[config.mk]
export PLATFORM = sky130hd
export DESIGN_NAME = rmsi_monitor
export DESIGN_NICKNAME = d
export VERILOG_FILES = /design/src/hw/rmsi_pkg.sv /design/src/hw/rmsi_monitor.sv /design/src/hw/rmsi_ref_validator.sv
export SDC_FILE = /design/constraint.sdc
export NUM_CORES = 1
export LEC_CHECK = 0
export BUFFER_PORTS_ARGS = -buffer_cell sky130_fd_sc_hd__buf_2
export CAP_MARGIN = 20
export CORE_UTILIZATION = 58
export CTS_BUF_LIST = sky130_fd_sc_hd__clkbuf_4
export CTS_CLUSTER_SIZE = 14
export DETAILED_ROUTE_END_ITERATION = 7
export HOLD_SLACK_MARGIN = 0.02
export PLACE_DENSITY = 0.83
export SLEW_MARGIN = 10
export SYNTH_ARGS = -nofsm -noshare
export SYNTH_HDL_FRONTEND = slang
export SYNTH_SLANG_ARGS = --single-unit
[constraint.sdc]
create_clock -name ref_clk -period 4.6 [get_ports ref_clk]
set_input_delay 0.46 -clock ref_clk [delete_from_list [all_inputs] [get_ports ref_clk]]
set_output_delay 0.46 -clock ref_clk [all_outputs]
set_load 0.05 [all_outputs]
[src/hw/rmsi_pkg.sv]
/*
 * Package of the reference monitor: register indices, field positions,
 * reset values, carrier and state types, shared helper functions.
 * Assumes an APB slave with 32-bit data, one register per aligned word.
 */
package rmsi_pkg;

    // Register indices; byte address is four times the index
    localparam logic [11:0] IDX_CTRL     = 12'h012;
    localparam logic [11:0] IDX_VALTIMER = 12'h1c3;
    localparam logic [11:0] IDX_STAT0    = 12'h300;
    localparam logic [11:0] IDX_STAT1    = 12'h301;
    localparam logic [11:0] IDX_SNAP0    = 12'h302;
    localparam logic [11:0] IDX_SNAP1    = 12'h303;
    localparam logic [11:0] IDX_MASK0    = 12'h304;
    localparam logic [11:0] IDX_MASK1    = 12'h305;
    localparam logic [11:0] IDX_MASK2    = 12'h306;
    localparam logic [11:0] IDX_MASK3    = 12'h307;
    localparam logic [11:0] IDX_EVENTS   = 12'h340;

    localparam int          CTRL_IRQ_RESET_BIT = 5;
    localparam logic [4:0]  VALTIMER_RST       = 5'h00;
    localparam logic [31:0] MASK_RST           = 32'h0000_0000;
    localparam logic [31:0] MASK_USED          = 32'h3f3f_1f07;

    // Event positions, same layout as the four mask bytes
    localparam int EV_ENTER_HO  = 0;
    localparam int EV_LEAVE_HO  = 1;
    localparam int EV_REF_CHG   = 2;
    localparam int EV_FR_LOCK   = 8;
    localparam int EV_FR_UNLOCK = 9;
    localparam int EV_PH_LOCK   = 10;
    localparam int EV_PH_UNLOCK = 11;
    localparam int EV_EST_DONE  = 12;
    localparam int EV_REF_BASE0 = 16;
    localparam int EV_REF_BASE1 = 24;

    // Live condition inputs; index 0 is the first reference, 1 the second
    typedef struct packed {
        logic       freqTooHigh;
        logic       freqTooLow;
        logic       estDone;
        logic       refSecond;
        logic       holdover;
        logic       phaseLock;
        logic       freqLock;
        logic [1:0] lossOfRef;
        logic [1:0] outOfLimits;
    } rmsi_live_t;

    typedef enum logic [1:0] {
        RV_WAIT  = 2'b01,
        RV_VALID = 2'b10
    } rmsi_rv_state_t;

    typedef struct packed {
        rmsi_rv_state_t st;
        logic [32:0]    cnt;
    } rmsi_rv_t;

    typedef struct packed {
        logic [4:0]  valTimer;
        logic [31:0] mask;
        logic [31:0] events;
        logic [7:0]  snap0;
        logic [7:0]  snap1;
        logic        irq;
        logic [7:0]  prev0;
        logic [7:0]  prev1;
        logic [31:0] prdata;
        logic        pslverr;
    } rmsi_state_t;

    // Loop filter ticks needed to validate: 2^(code+1) - 1
    function automatic logic [32:0] rmsi_term(input logic [4:0] code);
        rmsi_term = (33'h1 << ({1'b0, code} + 6'h1)) - 33'h1;
    endfunction

    function automatic logic [7:0] rmsi_stat0(input rmsi_live_t lv);
        rmsi_stat0 = {1'b0, lv.freqTooHigh, lv.freqTooLow, lv.estDone,
                      lv.refSecond, lv.holdover, lv.phaseLock, lv.freqLock};
    endfunction

    function automatic logic [7:0] rmsi_stat1(input rmsi_live_t lv, input logic [1:0] vld);
        rmsi_stat1 = {1'b0, vld[0], lv.lossOfRef[0], lv.outOfLimits[0],
                      1'b0, vld[1], lv.lossOfRef[1], lv.outOfLimits[1]};
    endfunction

endpackage

[src/hw/rmsi_monitor.sv]
/*
 * Reference monitor: validation timers, live status, interrupt snapshot,
 * event masks and interrupt request, reached over APB.
 * Assumes live conditions synchronous to ref_clk and an lfTick pulse per
 * loop filter clock period.
 */
// Implementation choice: the APB slave port.
`timescale 1ns/1ps
// Summary of operation
// - After a loss or out-of-limits fault, wait the validation time before use.
// - Validation time is loop clock period times two to (code plus one), minus one.
// - Both status registers are read-only and always show live conditions.
// - Estimator failure sets bit 6 when frequency too high, bit 5 when too low.
// - Bit 4 is set once the frequency estimator succeeded.
// - Bit 3 shows the active reference: 0 first, 1 second.
// - Bit 2 is set while the loop is in holdover.
// - Bit 1 reports phase lock; ignore it in single tone and holdover.
// - Bit 0 reports frequency lock; phase lock without it is allowed.
// - Second status: first reference at 6..4, second at 2..0; 7, 3 reserved.
// - On interrupt both status registers are captured into the snapshots.
// - Snapshot bits clear only on interrupt reset, control bit 5.
// - Mask bit 2 raises an interrupt when the active reference changes.
// - Mask bit 1 interrupts on leaving holdover, bit 0 on entering it.
// - Further mask bits interrupt on edges of lock, valid, loss, out-of-limits.
module rmsi_monitor (
    input  wire logic                 ref_clk,
    input  wire logic                 arst_n,
    input  wire logic                 ce,
    input  wire logic                 psel,
    input  wire logic                 penable,
    input  wire logic                 pwrite,
    input  wire logic [13:0]          paddr,
    input  wire logic [31:0]          pwdata,
    output logic      [31:0]          prdata,
    output logic                      pready,
    output logic                      pslverr,
    input  wire rmsi_pkg::rmsi_live_t live,
    input  wire logic                 lfTick,
    output logic      [1:0]           refValid,
    output logic                      irq
);

    ////////////////////////////////////////////////////////////////////////

    rmsi_pkg::rmsi_state_t cur_ff;
    rmsi_pkg::rmsi_state_t nxt_cur;
    logic [11:0]           idx;
    logic                  setupRd;
    logic                  wrAcc;
    logic                  rdAcc;
    logic                  irqRst;
    logic [7:0]            st0;
    logic [7:0]            st1;
    logic [31:0]           edgesEv;
    logic [31:0]           evNew;
    logic                  hit;
    logic [31:0]           rdVal;

    function automatic logic [5:0] ref_edges(input logic [2:0] was, input logic [2:0] now);
        // Triple order valid, loss, out-of-limits; rise then fall for each
        ref_edges = {now[2] & ~was[2], ~now[2] & was[2],
                     now[1] & ~was[1], ~now[1] & was[1],
                     now[0] & ~was[0], ~now[0] & was[0]};
    endfunction

    function automatic logic is_mapped(input logic [11:0] i);
        is_mapped = (i == rmsi_pkg::IDX_CTRL)  || (i == rmsi_pkg::IDX_VALTIMER) ||
                    (i == rmsi_pkg::IDX_STAT0) || (i == rmsi_pkg::IDX_STAT1) ||
                    (i == rmsi_pkg::IDX_SNAP0) || (i == rmsi_pkg::IDX_SNAP1) ||
                    (i == rmsi_pkg::IDX_MASK0) || (i == rmsi_pkg::IDX_MASK1) ||
                    (i == rmsi_pkg::IDX_MASK2) || (i == rmsi_pkg::IDX_MASK3) ||
                    (i == rmsi_pkg::IDX_EVENTS);
    endfunction

    ////////////////////////////////////////////////////////////////////////

    genvar g;
    generate
        for (g = 0; g < 2; g++) begin : gen_val
            rmsi_ref_validator u_val (
                .ref_clk (ref_clk),
                .arst_n  (arst_n),
                .ce      (ce),
                .lfTick  (lfTick),
                .fault   (live.lossOfRef[g] | live.outOfLimits[g]),
                .code    (cur_ff.valTimer),
                .valid   (refValid[g])
            );
        end
    endgenerate

    ////////////////////////////////////////////////////////////////////////

    assign idx     = paddr[13:2];
    assign setupRd = psel & ~penable;
    assign wrAcc   = ce & psel & penable & pwrite;
    assign rdAcc   = ce & psel & penable & ~pwrite;
    assign irqRst  = wrAcc && (idx == rmsi_pkg::IDX_CTRL) && pwdata[rmsi_pkg::CTRL_IRQ_RESET_BIT];
    assign hit     = is_mapped(idx);

    // Status is rebuilt from live inputs every cycle, never latched
    assign st0 = rmsi_pkg::rmsi_stat0(live);
    assign st1 = rmsi_pkg::rmsi_stat1(live, refValid);

    always_comb begin
        edgesEv = 32'h0;
        edgesEv[rmsi_pkg::EV_ENTER_HO]  = st0[2] & ~cur_ff.prev0[2];
        edgesEv[rmsi_pkg::EV_LEAVE_HO]  = ~st0[2] & cur_ff.prev0[2];
        edgesEv[rmsi_pkg::EV_REF_CHG]   = st0[3] ^ cur_ff.prev0[3];
        edgesEv[rmsi_pkg::EV_FR_LOCK]   = st0[0] & ~cur_ff.prev0[0];
        edgesEv[rmsi_pkg::EV_FR_UNLOCK] = ~st0[0] & cur_ff.prev0[0];
        edgesEv[rmsi_pkg::EV_PH_LOCK]   = st0[1] & ~cur_ff.prev0[1];
        edgesEv[rmsi_pkg::EV_PH_UNLOCK] = ~st0[1] & cur_ff.prev0[1];
        edgesEv[rmsi_pkg::EV_EST_DONE]  = st0[4] & ~cur_ff.prev0[4];
        edgesEv[rmsi_pkg::EV_REF_BASE0 +: 6] = ref_edges(cur_ff.prev1[6:4], st1[6:4]);
        edgesEv[rmsi_pkg::EV_REF_BASE1 +: 6] = ref_edges(cur_ff.prev1[2:0], st1[2:0]);
    end

    assign evNew = edgesEv & cur_ff.mask;

    always_comb begin
        unique case (1'b1)
            idx == rmsi_pkg::IDX_VALTIMER: rdVal = {27'h0, cur_ff.valTimer};
            idx == rmsi_pkg::IDX_STAT0:    rdVal = {24'h0, st0};
            idx == rmsi_pkg::IDX_STAT1:    rdVal = {24'h0, st1};
            idx == rmsi_pkg::IDX_SNAP0:    rdVal = {24'h0, cur_ff.snap0};
            idx == rmsi_pkg::IDX_SNAP1:    rdVal = {24'h0, cur_ff.snap1};
            idx == rmsi_pkg::IDX_MASK0:    rdVal = {24'h0, cur_ff.mask[7:0]};
            idx == rmsi_pkg::IDX_MASK1:    rdVal = {24'h0, cur_ff.mask[15:8]};
            idx == rmsi_pkg::IDX_MASK2:    rdVal = {24'h0, cur_ff.mask[23:16]};
            idx == rmsi_pkg::IDX_MASK3:    rdVal = {24'h0, cur_ff.mask[31:24]};
            // Edge of the setup cycle is reported, else the clear at access drops it
            idx == rmsi_pkg::IDX_EVENTS:   rdVal = cur_ff.events | edgesEv;
            default:                       rdVal = 32'h0;
        endcase
    end

    ////////////////////////////////////////////////////////////////////////

    always_comb begin
        nxt_cur       = cur_ff;
        nxt_cur.prev0 = st0;
        nxt_cur.prev1 = st1;

        // Read data is latched in setup so it stands stable through access
        if (setupRd) begin
            nxt_cur.prdata  = pwrite ? 32'h0 : rdVal;
            nxt_cur.pslverr = ~hit;
        end

        if (wrAcc) begin
            unique case (1'b1)
                idx == rmsi_pkg::IDX_VALTIMER: nxt_cur.valTimer = pwdata[4:0];
                idx == rmsi_pkg::IDX_MASK0: nxt_cur.mask[7:0]   = pwdata[7:0] & rmsi_pkg::MASK_USED[7:0];
                idx == rmsi_pkg::IDX_MASK1: nxt_cur.mask[15:8]  = pwdata[7:0] & rmsi_pkg::MASK_USED[15:8];
                idx == rmsi_pkg::IDX_MASK2: nxt_cur.mask[23:16] = pwdata[7:0] & rmsi_pkg::MASK_USED[23:16];
                idx == rmsi_pkg::IDX_MASK3: nxt_cur.mask[31:24] = pwdata[7:0] & rmsi_pkg::MASK_USED[31:24];
                default: nxt_cur.valTimer = cur_ff.valTimer;
            endcase
        end

        // Event log: read clears, a new edge in the same cycle wins
        if (rdAcc && idx == rmsi_pkg::IDX_EVENTS) begin
            nxt_cur.events = 32'h0;
        end
        nxt_cur.events = nxt_cur.events | edgesEv;

        if (irqRst) begin
            nxt_cur.irq   = 1'b0;
            nxt_cur.snap0 = 8'h00;
            nxt_cur.snap1 = 8'h00;
        end
        // A fresh event beats a reset in the same cycle
        if (|evNew) begin
            nxt_cur.irq = 1'b1;
            if (!cur_ff.irq || irqRst) begin
                nxt_cur.snap0 = st0;
                nxt_cur.snap1 = st1;
            end
        end
    end

    always_ff @(posedge ref_clk or negedge arst_n) begin
        if (!arst_n) begin
            cur_ff <= '{valTimer: rmsi_pkg::VALTIMER_RST, mask: rmsi_pkg::MASK_RST,
                        default: '0};
        end else if (ce) begin
            cur_ff <= nxt_cur;
        end
    end

    // Zero wait states; a frozen block holds the master off
    assign pready  = ce;
    assign prdata  = cur_ff.prdata;
    assign pslverr = cur_ff.pslverr & psel & penable;
    assign irq     = cur_ff.irq;
endmodule // rmsi_monitor

[src/hw/rmsi_ref_validator.sv]
/*
 * Validation timer for one reference input.
 * Assumes lfTick is a one-cycle pulse per loop filter clock period.
 */
`timescale 1ns/1ps
module rmsi_ref_validator (
    input  wire logic       ref_clk,
    input  wire logic       arst_n,
    input  wire logic       ce,
    input  wire logic       lfTick,
    input  wire logic       fault,
    input  wire logic [4:0] code,
    output logic            valid
);

    rmsi_pkg::rmsi_rv_t cur_ff;
    rmsi_pkg::rmsi_rv_t nxt_cur;
    logic [32:0]        term;

    assign term = rmsi_pkg::rmsi_term(code);

    always_comb begin
        nxt_cur = cur_ff;
        unique case (cur_ff.st)
            rmsi_pkg::RV_WAIT: begin
                if (fault) begin
                    nxt_cur.cnt = 33'h0;
                end else if (lfTick) begin
                    nxt_cur.cnt = cur_ff.cnt + 33'h1;
                    // Compare with >= so a shorter code written mid-count cannot stall
                    if (cur_ff.cnt + 33'h1 >= term) begin
                        nxt_cur.st = rmsi_pkg::RV_VALID;
                    end
                end
            end
            rmsi_pkg::RV_VALID: begin
                if (fault) begin
                    nxt_cur.st  = rmsi_pkg::RV_WAIT;
                    nxt_cur.cnt = 33'h0;
                end
            end
        endcase
    end

    always_ff @(posedge ref_clk or negedge arst_n) begin
        if (!arst_n) begin
            cur_ff <= '{st: rmsi_pkg::RV_WAIT, cnt: 33'h0};
        end else if (ce) begin
            cur_ff <= nxt_cur;
        end
    end

    assign valid = (cur_ff.st == rmsi_pkg::RV_VALID);
endmodule // rmsi_ref_validator

==> metrics.md <==
| Metric | Value |
|---|---|
| Critical Path AT | 4.49 ns |
| Max-Slew Margin vs Limit | 0.3670 |
| Area Growth Syn to Fin | 5.882% |
| Reg clk slew, reported paths | 0.18 ns |
| Hold buffer count at CTS | 1 |
| Post-CTS Resized | 0 |
| Max Clk Rate | 254.2 MHz |
| Pwr Density | 233.8 nW/µm² |
| Largest net degree at the start of global routing | 84 |
| Synthesis Warnings | 0 |
| Total CTS buffers | 17 |
| Slew @ Worst Pin | 0.9422 ns |
| DIE HEIGHT | 139.0 µm |
| Seq cells post-synth | 169 |
| Slowest cell on crit path | ha_1 |
| DR vias | 9273 |
| DR WL/cell | 19.04 µm |
| Post-synth EDFFs | 0 |
| I/O Pins | 101 |
| Yosys cell types | 77 |
| Initial core utilization | 0.5982 |
| CTS Root Cell | clkbuf_4 |
| Core box area | 18210 µm² |
| H-Tree Depth | 4 |
| Port bufs | 65 |
| Initial antenna violation count | 2 |
| Global-route wire length before repair | 44550 µm |
| Post-synthesis sequential area ratio | 0.3885 |
| ANT nets after route | 0 |
| Multi-input gate area | 6092 µm² |
| CTS tree | yes |
| Vias in the first global route | 8651 |
| Layout fillers | 1502 |
| Max Root-Sink Buffers | 2 |
| Via-to-Cell Ratio | 6.444 |
| Reg2reg setup slack | 0.67 ns |
| Final Cycle Share | 0.8552 |
| Total Power | 2.696 mW |
| Hpwl dp | 20150 µm |
| Site Rows | 49 |
| CP max stage delay | 0.63 ns |
| Post-CTS Repair Setup Buffers | 0 |
| Routed wire length | 27400 µm |
| Clk_lat worst skew | 0.64 ns |
| RSZ-0062 raised after global routing | no |
| Die area | 19330 µm² |
| Data required time of the worst path | 5.16 ns |
| Top FF cell, synth | dfrtp_1 |
| Initial DRC count | 991 |
| Post-layout minimum cycle time | 3.934 ns |
| Drt first pass iters | 8 |
| CTS sink count | 169 |
| Asr flop ratio synth | 1.000 |
| Crit path capture type | register |
| Worst vdd ir | 162.8 µV |
| Kind of critical path | register to register |
| Tot GR Track Use | 0.2890 |
| NumNets Final | 1324 |
| Synthesized instance count | 1180 |
| P_leak | 5.591 nW |
| Die Span X | 139.0 µm |
| Layout Utilization | 0.6333 |
| Cell area after synthesis | 10890 µm² |
| Share of layout cells above drive strength 1 | 0.1407 |
| Min-delay worst type | input pin to register |
| GRT overflow | 0 |
| Final Hold Vio Count | 0 |
| Crit path cell chain | nor3_1 -> buf_4 -> nand2_1 -> ha_1 -> inv_1 -> nor4_1 -> a31oi_1 -> o32a_1 -> ha_1 -> a21oi_1 -> nor2b_1 -> o21ai_0 -> nand2b_1 -> a2111oi_0 -> a31oi_1 -> o21ai_0 |
| FF+latch area | 4232 µm² |
| GPL Wtd Cong | 0.9409 |
| Setup Skew | 0.03062 ns |
| Status | finished with violations |
| Max Cap Viol | 0 |
| CP Launch Type | register |
| Final Slew Violations | 0 |
| Maximum fanout along the worst path | 20 |
| Failing checks | design-rule violations |
| Residual DRC | 2 |
| Synthesized area per cell | 9.230 µm² |
| Setup TNS | 0 ns |
| Finish-stage setup viols | 0 |
Yosys cell counts, types with 4 or more instances:
cell type  number  share of area
buf_4          37          0.026
o21ai_0        95          0.044
a21o_1         18          0.012
a221oi_1        9         0.0072
and4_1         12         0.0096
nand4_2         4         0.0046
or3_1          12         0.0069
nor2_1         78          0.027
o21a_1          6         0.0041
ha_1           65          0.075
a22o_1         53          0.043
nand2_1        92          0.032
nand2b_1       10         0.0057
xor2_1         24          0.019
nor2b_1        19          0.011
a31oi_1        16         0.0092
nand3_1        59          0.027
and2_1          7         0.0040
o41ai_1         5         0.0040
a22oi_1        14         0.0096
clkbuf_1       46          0.016
buf_2           7         0.0032
o21ai_1        11         0.0051
inv_1          30          0.010
nor4_1          8         0.0046
dfrtp_1       167           0.38
a211oi_1        4         0.0028
and3_1         21          0.012
a21oi_1        47          0.022
o31ai_1        19          0.013
mux2_2         30          0.031
xnor2_1        37          0.030
nand4_1        27          0.016
nor3_1         21         0.0096
logic make-up after synthesis:
| kind of cell | synth area share |
|---|---|
| buffers and inverters | 0.05698 |
| multiplexers | 0.03102 |
| adder cells (fa/ha/maj) | 0.07559 |
| AO/OA/AOI/OAI | 0.2002 |
| other | 0.0006895 |
| flip-flops | 0.3885 |
| XOR/XNOR | 0.04905 |
| AND/OR/NAND/NOR | 0.1979 |
per-layer routing:
metal  GRT usage  vias to the layer above  share of wire
met5           0                        -              0
met4     0.09357                        0          0.018
met3     0.05732                       42          0.080
met2      0.4269                      397           0.45
met1      0.4244                     4467           0.46
li1            -                     4367              -
sequential cells by signal, indices dropped and copies added (netlist names):
register / count
irq: 1
cur_ff: 73
prdata: 25
gen_val.u_val.cur_ff: 70
metrics by stage:
stage / cells / hold slack (ns) / cell area (µm²) / setup WS, ns
3_5_place_dp: 1403 / 0.4602 / 11160 / 0.7546
6_report: 1439 / 0.08946 / 11530 / 0.6659
5_1_grt: 1439 / 0.07098 / 11530 / 0.3382
2_1_floorplan: 1188 / 0.1644 / 10920 / 1.103
4_1_cts: 1436 / 0.08619 / 11510 / 0.7380
3_3_place_gp: 1402 / 0.4571 / 11160 / 0.8095
path summary, 6_finish.rpt:
| kind | cells after the start | startpoint | to |
|---|---|---|---|
| min reg2reg | 1 | prdata[0] | prdata[0] |
| max reg2reg | 16 | cur_ff[132] | gen_val[0].u_val.cur_ff[33] |
| max | 16 | cur_ff[132] | gen_val[0].u_val.cur_ff[33] |
| max in group asynchronous | 3 | arst_n | gen_val[1].u_val.cur_ff[26] |
| min in group asynchronous | 2 | arst_n | gen_val[0].u_val.cur_ff[12] |
| min | 3 | live[10] | cur_ff[64] |
cells in the final DEF (no fill, tap or decap), types with 6 or more instances in the layout:
| cell type | Yosys | layout |
|---|---|---|
| dfrtp_1 | 167 | 167 |
| o21ai_0 | 95 | 95 |
| nand2_1 | 92 | 92 |
| nor2_1 | 78 | 78 |
| ha_1 | 65 | 65 |
| buf_2 | 7 | 65 |
| nand3_1 | 59 | 59 |
| a22o_1 | 53 | 53 |
| a21oi_1 | 47 | 47 |
| xnor2_1 | 37 | 37 |
| inv_1 | 30 | 30 |
| mux2_2 | 30 | 30 |
| nand4_1 | 27 | 27 |
| xor2_1 | 24 | 24 |
| and3_1 | 21 | 21 |
| nor3_1 | 21 | 21 |
| nor2b_1 | 19 | 19 |
| o31ai_1 | 19 | 18 |
| a21o_1 | 18 | 18 |
| clkbuf_4 | 0 | 17 |
| a31oi_1 | 16 | 16 |
| a22oi_1 | 14 | 14 |
| buf_4 | 37 | 14 |
| and4_1 | 12 | 12 |
| or3_1 | 12 | 12 |
| o21ai_1 | 11 | 11 |
| nand2b_1 | 10 | 10 |
| conb_1 | 2 | 10 |
| a221oi_1 | 9 | 9 |
| nor4_1 | 8 | 8 |
| and2_1 | 7 | 7 |
| clkinv_8 | 0 | 7 |
| o21a_1 | 6 | 6 |
worst max-delay path: cells and delay by family (launching register included):
family          cells  cell delay (ns)
compound gates      7             1.49
simple gates        5             0.64
flops               1             0.39
fa+ha+maj           2             0.94
buf+inv             2             0.40
where the power goes:
| part | total (mW) | switching (mW) | internal, mW |
|---|---|---|---|
| Clock | 0.959 | 0.685 | 0.274 |
| Sequential | 1.52 | 0.0133 | 1.50 |
| Combinational | 0.220 | 0.159 | 0.0614 |
| Total | 2.70 | 0.857 | 1.84 |
cell type report:
cell class | count | area share
Multi-Input combinational cell | 895 | 0.5283
Sequential cell | 169 | 0.3669
Timing Repair Buffer | 82 | 0.04047
Tap cell | 229 | 0.02485
Clock inverter | 15 | 0.01823
Clock buffer | 17 | 0.01107
Inverter | 30 | 0.009765
Antenna cell | 2 | 0.0004340
Power figures use the tool's default switching activity.
